===== config.mk =====
export PLATFORM = sky130hd
export DESIGN_NAME = imc_ctrl
export DESIGN_NICKNAME = d
export VERILOG_FILES = /design/src/imc_pkg.sv /design/src/imc_ctrl.sv /design/src/imc_sync.sv
export VERILOG_INCLUDE_DIRS = /design/src
export SDC_FILE = /design/constraint.sdc
export NUM_CORES = 1
export LEC_CHECK = 0
export BUFFER_PORTS_ARGS = -buffer_cell sky130_fd_sc_hd__buf_2
export CAP_MARGIN = 10
export CORE_ASPECT_RATIO = 1.25
export CORE_MARGIN = 3
export CORE_UTILIZATION = 58
export CTS_BUF_LIST = sky130_fd_sc_hd__clkbuf_2
export CTS_CLUSTER_DIAMETER = 120
export DETAILED_ROUTE_END_ITERATION = 10
export PLACE_DENSITY = 0.93
export REMOVE_ABC_BUFFERS = 1
export SLEW_MARGIN = 20
export SYNTH_ARGS = -nofsm -noshare
export SYNTH_HDL_FRONTEND = slang
export SYNTH_SLANG_ARGS = --single-unit

===== constraint.sdc =====
create_clock -name i_clk -period 2 [get_ports i_clk]
set_input_delay 0.3 -clock i_clk [delete_from_list [all_inputs] [get_ports i_clk]]
set_output_delay 0.3 -clock i_clk [all_outputs]
set_load 0.05 [all_outputs]

===== src/imc_consts.svh =====
// constant values of the input mapping and mode control block
`ifndef IMC_CONSTS_SVH
`define IMC_CONSTS_SVH

`define IMC_NCH 8
`define IMC_AW 3
`define IMC_DW 8
`define IMC_SYNC_STAGES 2

`define IMC_OFF_OUT_CTRL 3'h0
`define IMC_OFF_MAP_A 3'h1
`define IMC_OFF_MAP_B 3'h2
`define IMC_OFF_PWM_A_MAP 3'h3
`define IMC_OFF_PWM_B_MAP 3'h4
`define IMC_OFF_IN_MON 3'h5
`define IMC_OFF_MODE 3'h6

`define IMC_RST_OUT_CTRL 8'h00
`define IMC_RST_MAP_A 8'h04
`define IMC_RST_MAP_B 8'h08
`define IMC_RST_PWM_MAP 8'h00

`endif


===== src/imc_pkg.sv =====
// types shared by the input mapping and mode control block
package imc_pkg;

  typedef enum logic [1:0] {
    IMC_SLEEP,
    IMC_IDLE,
    IMC_ACTIVE,
    IMC_FALLBACK
  } imc_mode_t;

  typedef struct packed {
    logic vs_uv;
    logic vs_op;
    logic vdd_uv;
  } imc_supply_t;

  typedef struct packed {
    logic wr;
    logic rd;
    logic [2:0] addr;
    logic [7:0] wdata;
  } imc_bus_req_t;

endpackage


===== src/imc_ctrl.sv =====
// input mapping, operating mode and supply gating of the channel switch
//
// Design decisions made here: the register offsets and the plain strobed port.
`timescale 1ns/1ps
`include "imc_consts.svh"

// Behaviour
// reset maps input a to channel 2, input b to channel 3
// software programs a channel map register for each input pin
// channel drive is OR of output bit, mapped pwm, mapped inputs
// input levels readable in monitor register, also in fallback
// select low and an input high gives fallback with default channels
// select low and all inputs low gives sleep
// host holds select pin at new level for the minimum time
// select low returns all serial registers to defaults
// select low and inputs low disables undervoltage detectors
// select low, inputs low: serial refused, data output high impedance
// both supplies under threshold: no channels, no serial, registers reset
// digital supply undervoltage blocks serial and resets registers
// analog undervoltage disables channels, re-enabled at operating level
// between thresholds channels on stay on, new switch-on refused
// switch-on request outside active moves to active or fallback
// input pins and select pin synchronised before use
module imc_ctrl
  import imc_pkg::*;
(
  input wire logic i_clk,
  input wire logic i_rst_n,
  input wire logic i_parallel_input_a,
  input wire logic i_parallel_input_b,
  input wire logic i_lowpower_sel,
  input wire logic i_chip_select_low_n,
  input wire logic [1:0] i_pwm,
  input wire imc_supply_t i_supply,
  input wire imc_bus_req_t i_bus,
  output logic [`IMC_DW-1:0] o_rdata,
  output logic [`IMC_NCH-1:0] o_chan_drive,
  output imc_mode_t o_mode,
  output logic o_serial_en,
  output logic o_so_oe_n,
  output logic o_uv_det_en
);

  logic [2:0] pins_s;
  logic in_a_s;
  logic in_b_s;
  logic lp_s;

  // pin synchronisers
  imc_sync #(.W(3)) u_sync (
    .i_clk(i_clk),
    .i_rst_n(i_rst_n),
    .i_async({i_lowpower_sel, i_parallel_input_b, i_parallel_input_a}),
    .o_sync(pins_s)
  );

  assign in_a_s = pins_s[0];
  assign in_b_s = pins_s[1];
  assign lp_s = pins_s[2];

  // register file
  logic [`IMC_DW-1:0] out_ctrl_q, out_ctrl_d;
  logic [`IMC_DW-1:0] input_a_channel_map_q, input_a_channel_map_d;
  logic [`IMC_DW-1:0] input_b_channel_map_q, input_b_channel_map_d;
  logic [`IMC_DW-1:0] pwm_a_map_q, pwm_a_map_d;
  logic [`IMC_DW-1:0] pwm_b_map_q, pwm_b_map_d;
  logic [`IMC_DW-1:0] rdata_q, rdata_d;
  logic [1:0] input_level_monitor;
  logic serial_ok;
  logic reg_clr;
  logic quiet;

  // both inputs low with select low: the quiet sleep condition
  assign quiet = !lp_s && !in_a_s && !in_b_s;
  // serial refused in quiet sleep or digital undervoltage
  assign serial_ok = !quiet && !i_supply.vdd_uv;
  // defaults on select low or digital undervoltage
  assign reg_clr = !lp_s || i_supply.vdd_uv;
  // live levels, independent of mode
  assign input_level_monitor = {in_b_s, in_a_s};

  always_comb begin
    out_ctrl_d = out_ctrl_q;
    input_a_channel_map_d = input_a_channel_map_q;
    input_b_channel_map_d = input_b_channel_map_q;
    pwm_a_map_d = pwm_a_map_q;
    pwm_b_map_d = pwm_b_map_q;
    rdata_d = 8'h00;
    if (reg_clr) begin
      // registers back to defaults
      out_ctrl_d = `IMC_RST_OUT_CTRL;
      input_a_channel_map_d = `IMC_RST_MAP_A;
      input_b_channel_map_d = `IMC_RST_MAP_B;
      pwm_a_map_d = `IMC_RST_PWM_MAP;
      pwm_b_map_d = `IMC_RST_PWM_MAP;
    end else if (i_bus.wr && serial_ok) begin
      // map registers are software writable
      case (i_bus.addr)
        `IMC_OFF_OUT_CTRL: out_ctrl_d = i_bus.wdata;
        `IMC_OFF_MAP_A: input_a_channel_map_d = i_bus.wdata;
        `IMC_OFF_MAP_B: input_b_channel_map_d = i_bus.wdata;
        `IMC_OFF_PWM_A_MAP: pwm_a_map_d = i_bus.wdata;
        `IMC_OFF_PWM_B_MAP: pwm_b_map_d = i_bus.wdata;
        default: out_ctrl_d = out_ctrl_q;
      endcase
    end
    // a blocked read answers zero
    if (i_bus.rd && serial_ok) begin
      case (i_bus.addr)
        `IMC_OFF_OUT_CTRL: rdata_d = out_ctrl_q;
        `IMC_OFF_MAP_A: rdata_d = input_a_channel_map_q;
        `IMC_OFF_MAP_B: rdata_d = input_b_channel_map_q;
        `IMC_OFF_PWM_A_MAP: rdata_d = pwm_a_map_q;
        `IMC_OFF_PWM_B_MAP: rdata_d = pwm_b_map_q;
        // input monitor read
        `IMC_OFF_IN_MON: rdata_d = {6'h00, input_level_monitor};
        `IMC_OFF_MODE: rdata_d = {6'h00, o_mode};
        default: rdata_d = 8'h00;
      endcase
    end
  end

  always_ff @(posedge i_clk) begin
    if (!i_rst_n) begin
      // default input mapping
      out_ctrl_q <= `IMC_RST_OUT_CTRL;
      input_a_channel_map_q <= `IMC_RST_MAP_A;
      input_b_channel_map_q <= `IMC_RST_MAP_B;
      pwm_a_map_q <= `IMC_RST_PWM_MAP;
      pwm_b_map_q <= `IMC_RST_PWM_MAP;
      rdata_q <= 8'h00;
    end else begin
      out_ctrl_q <= out_ctrl_d;
      input_a_channel_map_q <= input_a_channel_map_d;
      input_b_channel_map_q <= input_b_channel_map_d;
      pwm_a_map_q <= pwm_a_map_d;
      pwm_b_map_q <= pwm_b_map_d;
      rdata_q <= rdata_d;
    end
  end

  assign o_rdata = rdata_q;

  // channel request, mode and supply gating
  logic [`IMC_NCH-1:0] req;
  logic [`IMC_NCH-1:0] chan_q, chan_d;
  imc_mode_t mode_q, mode_d;
  logic serial_en_q, so_oe_n_q, uv_det_en_q;
  logic serial_en_d, so_oe_n_d, uv_det_en_d;

  always_comb begin
    // or of output bits, mapped pwm and mapped inputs
    req = out_ctrl_q
        | (i_pwm[0] ? pwm_a_map_q : 8'h00)
        | (i_pwm[1] ? pwm_b_map_q : 8'h00)
        | (in_a_s ? input_a_channel_map_q : 8'h00)
        | (in_b_s ? input_b_channel_map_q : 8'h00);
    if (!lp_s) begin
      // fallback drives only the default channels
      req = (in_a_s ? `IMC_RST_MAP_A : 8'h00)
          | (in_b_s ? `IMC_RST_MAP_B : 8'h00);
    end
    // mode from select pin, inputs and requests
    if (!lp_s) begin
      mode_d = (in_a_s || in_b_s) ? IMC_FALLBACK : IMC_SLEEP;
    end else begin
      mode_d = (req != 8'h00) ? IMC_ACTIVE : IMC_IDLE;
    end
    // analog undervoltage forces every channel off
    if (i_supply.vs_uv) begin
      chan_d = 8'h00;
    end else if (!i_supply.vs_op) begin
      // hold what is on, refuse new switch-on
      chan_d = req & chan_q;
    end else begin
      chan_d = req;
    end
    serial_en_d = serial_ok;
    // data output stays high impedance while serial is refused
    so_oe_n_d = i_chip_select_low_n || !serial_ok;
    // detectors off in quiet sleep
    uv_det_en_d = !quiet;
  end

  always_ff @(posedge i_clk) begin
    if (!i_rst_n) begin
      chan_q <= 8'h00;
      mode_q <= IMC_SLEEP;
      serial_en_q <= 1'b0;
      so_oe_n_q <= 1'b1;
      uv_det_en_q <= 1'b0;
    end else begin
      chan_q <= chan_d;
      mode_q <= mode_d;
      serial_en_q <= serial_en_d;
      so_oe_n_q <= so_oe_n_d;
      uv_det_en_q <= uv_det_en_d;
    end
  end

  assign o_chan_drive = chan_q;
  assign o_mode = mode_q;
  assign o_serial_en = serial_en_q;
  assign o_so_oe_n = so_oe_n_q;
  assign o_uv_det_en = uv_det_en_q;
endmodule


===== src/imc_sync.sv =====
// two flip-flop synchroniser, one per bit
`timescale 1ns/1ps
module imc_sync #(
  parameter int W = 3
) (
  input wire logic i_clk,
  input wire logic i_rst_n,
  input wire logic [W-1:0] i_async,
  output logic [W-1:0] o_sync
);

  logic [W-1:0] meta_q;
  logic [W-1:0] sync_q;

  genvar g;
  generate
    for (g = 0; g < W; g++) begin : g_bit
      // first stage feeds only the second stage
      always_ff @(posedge i_clk) begin
        if (!i_rst_n) begin
          meta_q[g] <= 1'b0;
          sync_q[g] <= 1'b0;
        end else begin
          meta_q[g] <= i_async[g];
          sync_q[g] <= meta_q[g];
        end
      end
    end
  endgenerate

  assign o_sync = sync_q;

endmodule


==> impl_metrics.py, run 1 <==
metrics = {
    "run_status": {
        "run_status": "completed",
    },
    "power": {
        "total_power_w": 0.00253,
        "power.switching_w": 0.000592,
        "power.share.sequential": 0.534,
        "clock_power_share": 0.395,
        "power.ir.vdd_worst_mv": 0.501,
        "p_per_area_nw_per_um2": 765,
        "pwr-share-comb": 0.071,
        "internal_power_w": 0.00194,
        "leakage_nw": 1.31,
        "switching_share": 0.234,
    },
    "global_routing": {
        "grtUsageMet1": 0.309,
        "grt_pass1_vias": 2425,
        "grt-busiest-layer": "met2",
        "grt_antenna_before_repair": 0,
        "wire_length_of_the_first_global_routing_pass_mm": 11.4,
        "grt.overflow.total": 0,
        "use_met3": 0.0798,
        "grt_util_overall": 0.274,
        "globalRouteMet2Util": 0.435,
        "maximum_number_of_pins_on_one_net_before_global_route_repair": 32,
    },
    "die": {
        "floorplan.die_area_sq_um": 5630,
        "floorplan.rows": 27,
        "initial_utilization": 0.615,
        "die_height_um": 83.1,
        "core_region_area_sq_um": 4490,
        "io_pins": 45,
        "die_span_x_um": 67.7,
    },
    "worst_setup_path": {
        "end_kind": "register",
        "cp_data_required_time_ns": 2.42,
        "ff_to_ff_setup_slack_ns": 0.07,
        "cp-start-kind": "register",
        "path_class": "register to register",
        "worstRegToRegCells": 6,
        "r2r_start": "u_sync.o_sync[0]$_SDFF_PN0_",
        "arrival_time_reported_for_the_critical_path_endpoint_ns": 2.35,
        "cp_max_fo": 9,
        "regToRegEndpoint": "o_mode[1]$_SDFF_PN0_",
    },
    "clock_tree": {
        "cts_setup_buffers": 0,
        "cts_inserted_buffers": 9,
        "clk-insertion-delay-late_ns": 0.50,
        "cts_max_level": 3,
        "ctsLongestPathBuffers": 2,
        "clock_tree_from_tritoncts": "yes",
        "cts-root-buf": "sky130_fd_sc_hd__clkbuf_2",
        "cts.clk_slew.worst_paths_ns": 0.18,
        "tritoncts_num_sinks": 67,
    },
    "layout": {
        "fin_area_sq_um": 3310,
        "utilization": 0.736,
        "syn2layout_area_growth_pct": 19.8,
        "num-nets-final": 369,
        "ratio_of_cells_with_drive_above_1_in_the_final_layout": 0.231,
        "insertedDiodeCount": 0,
    },
    "drt": {
        "post_drt_wl_per_cell_um": 17.9,
        "vias": 2425,
        "1st_iter_drt_viols": 369,
        "detail_route.drc_violations": 0,
        "post_drt_via_cell_ratio": 5.94,
        "detail_route.first_pass.iterations": 5,
        "detail-route-antenna-nets": 0,
        "route.final.wire_length_mm": 7.31,
    },
    "timing": {
        "layout_setup_ws_ns": 0.0743,
        "achievable-frequency_mhz": 519,
        "period_minus_slack_ns": 1.93,
        "max_slew.worst_pin.slew_ns": 0.881,
        "worst_slew_margin_rel": 0.410,
        "setup-tns-final_ns": 0,
        "finalClockSkew_ns": 0.0195,
        "max_slew_violations": 0,
        "finalSetupViolations": 0,
        "finalHoldViolCount": 0,
        "final.period_utilization": 0.963,
    },
    "logic_synthesis": {
        "ys_types": 33,
        "yosysWarningCount": 0,
        "yosys_register_bits": 67,
        "synth.largest_area_cell": "sky130_fd_sc_hd__dfxtp_1",
        "syn-cell-area_sq_um": 2760,
        "synth.yosys.seq_area_share": 0.486,
        "synth.top_cells.by_area": "sky130_fd_sc_hd__dfxtp_1 49%, sky130_fd_sc_hd__mux2i_1 17%, sky130_fd_sc_hd__nor2_1 7.3%, sky130_fd_sc_hd__a21oi_1 4.3%, sky130_fd_sc_hd__a22oi_1 2.7%",
        "synthesis.instances": 287,
        "avgSynthCellArea_sq_um": 9.62,
        "yosysTopAreaCellShare": 0.486,
    },
    "place": {
        "gp_routability_congestion": 0.927,
        "post_dp_cell_area_sq_um": 3100,
        "io_buffer_count": 44,
        "pre_cts_ws_ns": 0.164,
        "dpl.hpwl_mm": 4.89,
    },
    "flow_run": {
        "max-cap-violations": 0,
    },
    "hold_path": {
        "hold_end": "input_a_channel_map_q[2]$_SDFFE_PP1P_",
        "hold_start": "i_bus[2]",
        "worst_hold_path_type": "primary input to register",
        "worstHoldPathCells": 2,
    },
}
==> cell families after synthesis <==
logic type | count (synthesis) | synth area share
AND/OR/NAND/NOR | 100 | 0.179
flip-flops | 67 | 0.486
AO/OA/AOI/OAI | 50 | 0.116
multiplexers | 49 | 0.183
buffers and inverters | 21 | 0.0367
==> power by group through the flow <==
| stage | clock network (W) | logic [W] | registers [W] |
|---|---|---|---|
| 5_1_grt | 0.00106 | 0.000191 | 0.00135 |
| 2_1_floorplan | 0 | 0.0000538 | 0.00140 |
| 3_3_place_gp | 0 | 0.000161 | 0.00138 |
| 3_5_place_dp | 0 | 0.000164 | 0.00138 |
| 6_report | 0.000999 | 0.000180 | 0.00135 |
| 4_1_cts | 0.00101 | 0.000173 | 0.00135 |
==> synthesized netlist by cell type (all sizes together) <==
cell and number:
a211o 2, a21oi 24, a222oi 6, a22oi 10, and2 8, buf 11
clkbuf 7, dfxtp 67, inv 3, mux2 2, mux2i 46, mux4 1
nand2 11, nand2b 2, nand3b 1, nand4 1, nor2 54, nor2b 7
nor3 5, nor3b 6, nor4 1, nor4bb 1, o211ai 1, o21a 1
o21ai 5, o22ai 1, or2 1, or3 1, or3b 1
==> routing by layer <==
metal | vias up | routed length (um)
met5 | - | 0
met4 | 0 | 342
met3 | 34 | 568
met2 | 148 | 3690
met1 | 1120 | 2710
li1 | 1123 | -
==> stage by stage <==
stage                     instances  hold slack (ns)
after floorplan                 269            0.401
after global placement          387            0.421
after detailed placement        387            0.423
after CTS                       408           0.0375
after global routing            408           0.0100
final                           408           0.0645
==> placed cells by master, fill, tap and decap left out, types with 3 or more instances in the layout <==
cell type	count
sky130_fd_sc_hd__dfxtp_1	67
sky130_fd_sc_hd__nor2_1	54
sky130_fd_sc_hd__mux2i_1	46
sky130_fd_sc_hd__buf_2	44
sky130_fd_sc_hd__a21oi_1	23
sky130_fd_sc_hd__buf_4	15
sky130_fd_sc_hd__nand2_1	11
sky130_fd_sc_hd__a22oi_1	10
sky130_fd_sc_hd__clkbuf_2	9
sky130_fd_sc_hd__and2_1	8
sky130_fd_sc_hd__nor2b_1	7
sky130_fd_sc_hd__a222oi_1	6
sky130_fd_sc_hd__nor3b_1	6
sky130_fd_sc_hd__o21ai_0	5
sky130_fd_sc_hd__dlygate4sd3_1	5
sky130_fd_sc_hd__inv_1	3
sky130_fd_sc_hd__nor3_1	3
sky130_fd_sc_hd__clkinv_1	3
sky130_fd_sc_hd__bufinv_16	3
==> final cells by class <==
cell class | instances | area, sq um
Timing Repair Buffer | 65 | 403
Tap cell | 58 | 72.6
Multi-Input combinational cell | 199 | 1330
Sequential cell | 67 | 1340
Fill cell | 288 | 1180
Clock buffer | 9 | 45.0
Inverter | 3 | 11.3
Clock inverter | 7 | 106
==> flip-flops by register name, summed over array words and instances (netlist names) <==
signal	flops
o_chan_drive	8
pwm_a_map_q	8
input_a_channel_map_q	8
u_sync.meta_q	3
pwm_b_map_q	8
o_rdata	8
o_serial_en	1
out_ctrl_q	8
u_sync.o_sync	3
o_mode	2
input_b_channel_map_q	8
o_uv_det_en	1
o_so_oe_n	1
==> worst max-delay path: stages (launching register included) <==
cell,delay (ns)
sky130_fd_sc_hd__dfxtp_1,0.36
sky130_fd_sc_hd__buf_4,0.18
sky130_fd_sc_hd__a222oi_1,0.36
sky130_fd_sc_hd__nand2_1,0.20
sky130_fd_sc_hd__nor4_2,0.30
sky130_fd_sc_hd__nand4_1,0.23
sky130_fd_sc_hd__o21a_1,0.22
==> worst max-delay path by stage <==
stage / start / depth (start not counted) / to / slack [ns]
finish: u_sync.o_sync[0]$_SDFF_PN0_ / 6 / o_mode[1]$_SDFF_PN0_ / 0.07
global route: u_sync.o_sync[0]$_SDFF_PN0_ / 6 / o_mode[1]$_SDFF_PN0_ / -0.02
CTS: u_sync.o_sync[0]$_SDFF_PN0_ / 5 / pwm_b_map_q[1]$_SDFFE_PP0P_ / 0.14
detailed placement: i_supply[0] / 5 / pwm_b_map_q[1]$_SDFFE_PP0P_ / 0.16
global placement: i_supply[0] / 5 / pwm_b_map_q[5]$_SDFFE_PP0P_ / 0.21
floorplan: u_sync.o_sync[0]$_SDFF_PN0_ / 5 / input_a_channel_map_q[2]$_SDFFE_PP1P_ / -0.09
==> what timing repair did <==
action,4_1_cts,5_1_grt
hold buffers,5,0
endpoints found under the hold margin,5,0
gates resized for setup,0,2
endpoints found under the setup margin,0,1
Note: power is estimated with default switching activity, not from simulation.
==> run 2: changes to the inputs <==
Settings changed: GPL_TIMING_DRIVEN from default to 0.
==> impl_metrics.py, run 2 (synthesis gave the netlist of run 1 again) <==
metrics = {
    "run_status": {
        "run_status": "completed",
    },
    "global_routing": {
        "grt_pass1_vias": 2346,
        "maximum_number_of_pins_on_one_net_before_global_route_repair": 18,
        "wire_length_of_the_first_global_routing_pass_mm": 11.1,
        "grt_util_overall": 0.266,
        "grt_antenna_before_repair": 0,
        "grt.overflow.total": 0,
    },
    "clock_tree": {
        "clock_tree_from_tritoncts": "yes",
        "ctsLongestPathBuffers": 2,
        "cts_max_level": 3,
        "cts_inserted_buffers": 9,
        "cts-root-buf": "sky130_fd_sc_hd__clkbuf_2",
        "clk-insertion-delay-late_ns": 0.49,
        "tritoncts_num_sinks": 67,
        "cts.clk_slew.worst_paths_ns": 0.15,
    },
    "timing": {
        "achievable-frequency_mhz": 510,
        "period_minus_slack_ns": 1.96,
        "worst_slew_margin_rel": 0.420,
        "max_slew_violations": 0,
        "max_slew.worst_pin.slew_ns": 0.867,
        "finalSetupViolations": 0,
        "finalClockSkew_ns": 0.0284,
        "hold-worst-slack_ns": 0.0157,
        "setup-tns-final_ns": 0,
        "grt_setup_unrepaired": "no",
        "finalHoldViolCount": 0,
        "final.period_utilization": 0.980,
    },
    "die": {
        "initial_utilization": 0.615,
        "io_pins": 45,
        "die_height_um": 83.1,
        "floorplan.die_area_sq_um": 5630,
        "die_span_x_um": 67.7,
        "floorplan.rows": 27,
        "core_region_area_sq_um": 4490,
    },
    "hold_path": {
        "worstHoldPathCells": 2,
        "worst_hold_path_type": "primary input to register",
        "hold_start": "i_chip_select_low_n",
        "hold_end": "o_so_oe_n$_SDFF_PN1_",
    },
    "layout": {
        "fin_area_sq_um": 3150,
        "syn2layout_area_growth_pct": 13.9,
        "insertedDiodeCount": 0,
        "commonest_cells_after_routing_fill_and_taps_aside": "65 x sky130_fd_sc_hd__dfxtp_1, 54 x sky130_fd_sc_hd__nor2_1, 46 x sky130_fd_sc_hd__mux2i_1, 44 x sky130_fd_sc_hd__buf_2, 24 x sky130_fd_sc_hd__a21oi_1",
        "fill_cells": 316,
        "final_common_cell": "sky130_fd_sc_hd__dfxtp_1",
        "num-nets-final": 356,
        "ratio_of_cells_with_drive_above_1_in_the_final_layout": 0.231,
    },
    "place": {
        "io_buffer_count": 44,
        "gp_routability_congestion": 0.813,
        "post_dp_cell_area_sq_um": 2990,
        "dpl.hpwl_mm": 4.53,
    },
    "worst_setup_path": {
        "end_kind": "register",
        "timing.critical_path.slowest_stage_cell": "sky130_fd_sc_hd__dfxtp_2",
        "ff_to_ff_setup_slack_ns": 0.04,
        "path_class": "register to register",
        "cp-start-kind": "register",
        "arrival_time_reported_for_the_critical_path_endpoint_ns": 2.34,
        "cp_max_fo": 10,
        "cp_data_required_time_ns": 2.38,
        "critical_path_cell_list": "nor3_1 > or3b_4 > or3_4 > mux2i_1 > nor2_1",
        "r2r_start": "u_sync.o_sync[0]$_SDFF_PN0_",
        "regToRegEndpoint": "pwm_b_map_q[1]$_SDFFE_PP0P_",
        "cpPeakStageDelay_ns": 0.50,
        "worstRegToRegCells": 5,
    },
    "drt": {
        "detail_route.first_pass.iterations": 6,
        "vias": 2416,
        "1st_iter_drt_viols": 269,
        "detail_route.drc_violations": 0,
        "post_drt_via_cell_ratio": 6.16,
        "route.final.wire_length_mm": 7.12,
        "detail-route-antenna-nets": 0,
        "post_drt_wl_per_cell_um": 18.2,
    },
    "power": {
        "power.ir.vdd_worst_mv": 0.342,
        "leakage_nw": 1.22,
        "p_per_area_nw_per_um2": 667,
    },
    "flow_run": {
        "max-cap-violations": 0,
    },
}
run 2: cell count changes in the layout (fill, tap and decap cells not counted), moves of 3 or more:
cell                            delta
sky130_fd_sc_hd__buf_4            -10
sky130_fd_sc_hd__dlygate4sd3_1     -5
sky130_fd_sc_hd__bufinv_16         -3
sky130_fd_sc_hd__clkbuf_2          +3
run 2: cell type report:
cell class | count | area [sq um] | area share
tap | 58 | 72.6 | 0.0231
clock inverter | 1 | 3.75 | 0.00119
inverter | 3 | 11.3 | 0.00358
timing repair buffer | 52 | 308 | 0.0979
clock buffer | 12 | 60.1 | 0.0191
multi-input combinational | 199 | 1350 | 0.428
sequential | 67 | 1340 | 0.427
run 2: worst max path at each step:
stage | from | to | slack (ns) | depth (start not counted)
3_3_place_gp | i_bus[10] | input_b_channel_map_q[3]$_SDFFE_PP1P_ | -0.82 | 5
5_1_grt | u_sync.o_sync[2]$_SDFF_PN0_ | pwm_b_map_q[2]$_SDFFE_PP0P_ | 0.02 | 5
2_1_floorplan | u_sync.o_sync[0]$_SDFF_PN0_ | input_a_channel_map_q[2]$_SDFFE_PP1P_ | -0.09 | 5
4_1_cts | i_bus[10] | input_b_channel_map_q[3]$_SDFFE_PP1P_ | 0.09 | 5
6_report | u_sync.o_sync[0]$_SDFF_PN0_ | pwm_b_map_q[1]$_SDFFE_PP0P_ | 0.04 | 5
3_5_place_dp | i_bus[10] | input_b_channel_map_q[3]$_SDFFE_PP1P_ | -0.87 | 5
run 2: worst max-delay path, delay by kind of cell, from the launching register on:
family	cells	cell delay, ns
DFF	1	0.50
muxes	1	0.21
and+or+nand+nor	4	1.16
run 2: repair_timing:
action                     CTS  global route
setup buffers                3             3
pin swaps                    2             0
setup endpoints to repair   40             4
hold buffers                 0             0
resized for setup            8             1
run 2: report_power, final:
| group | total [W] | internal (W) | switching [W] | leakage, nW |
|---|---|---|---|---|
| sequential | 0.00136 | 0.00135 | 0.0000108 | 0.542 |
| combinational | 0.000158 | 0.0000545 | 0.000104 | 0.622 |
| clock | 0.000583 | 0.000157 | 0.000426 | 0.0514 |
| total | 0.00210 | 0.00156 | 0.000540 | 1.22 |
run 2: metal layers:
layer	vias to the layer above	global-route usage	routed length (um)
met3	38	0.0528	725
li1	1102	-	-
met2	180	0.422	3420
met4	0	0.205	385
met1	1096	0.300	2590
met5	-	0	0
run 2: stage by stage:
step           setup slack, ns   util  total power (W)  cells
2_1_floorplan          -0.0945      -          0.00146    269
3_3_place_gp            -0.822  0.660          0.00153    371
3_5_place_dp            -0.865  0.666          0.00153    373
4_1_cts                 0.0862  0.694          0.00209    389
5_1_grt                 0.0154  0.700          0.00217    392
6_report                0.0392  0.700          0.00210    392
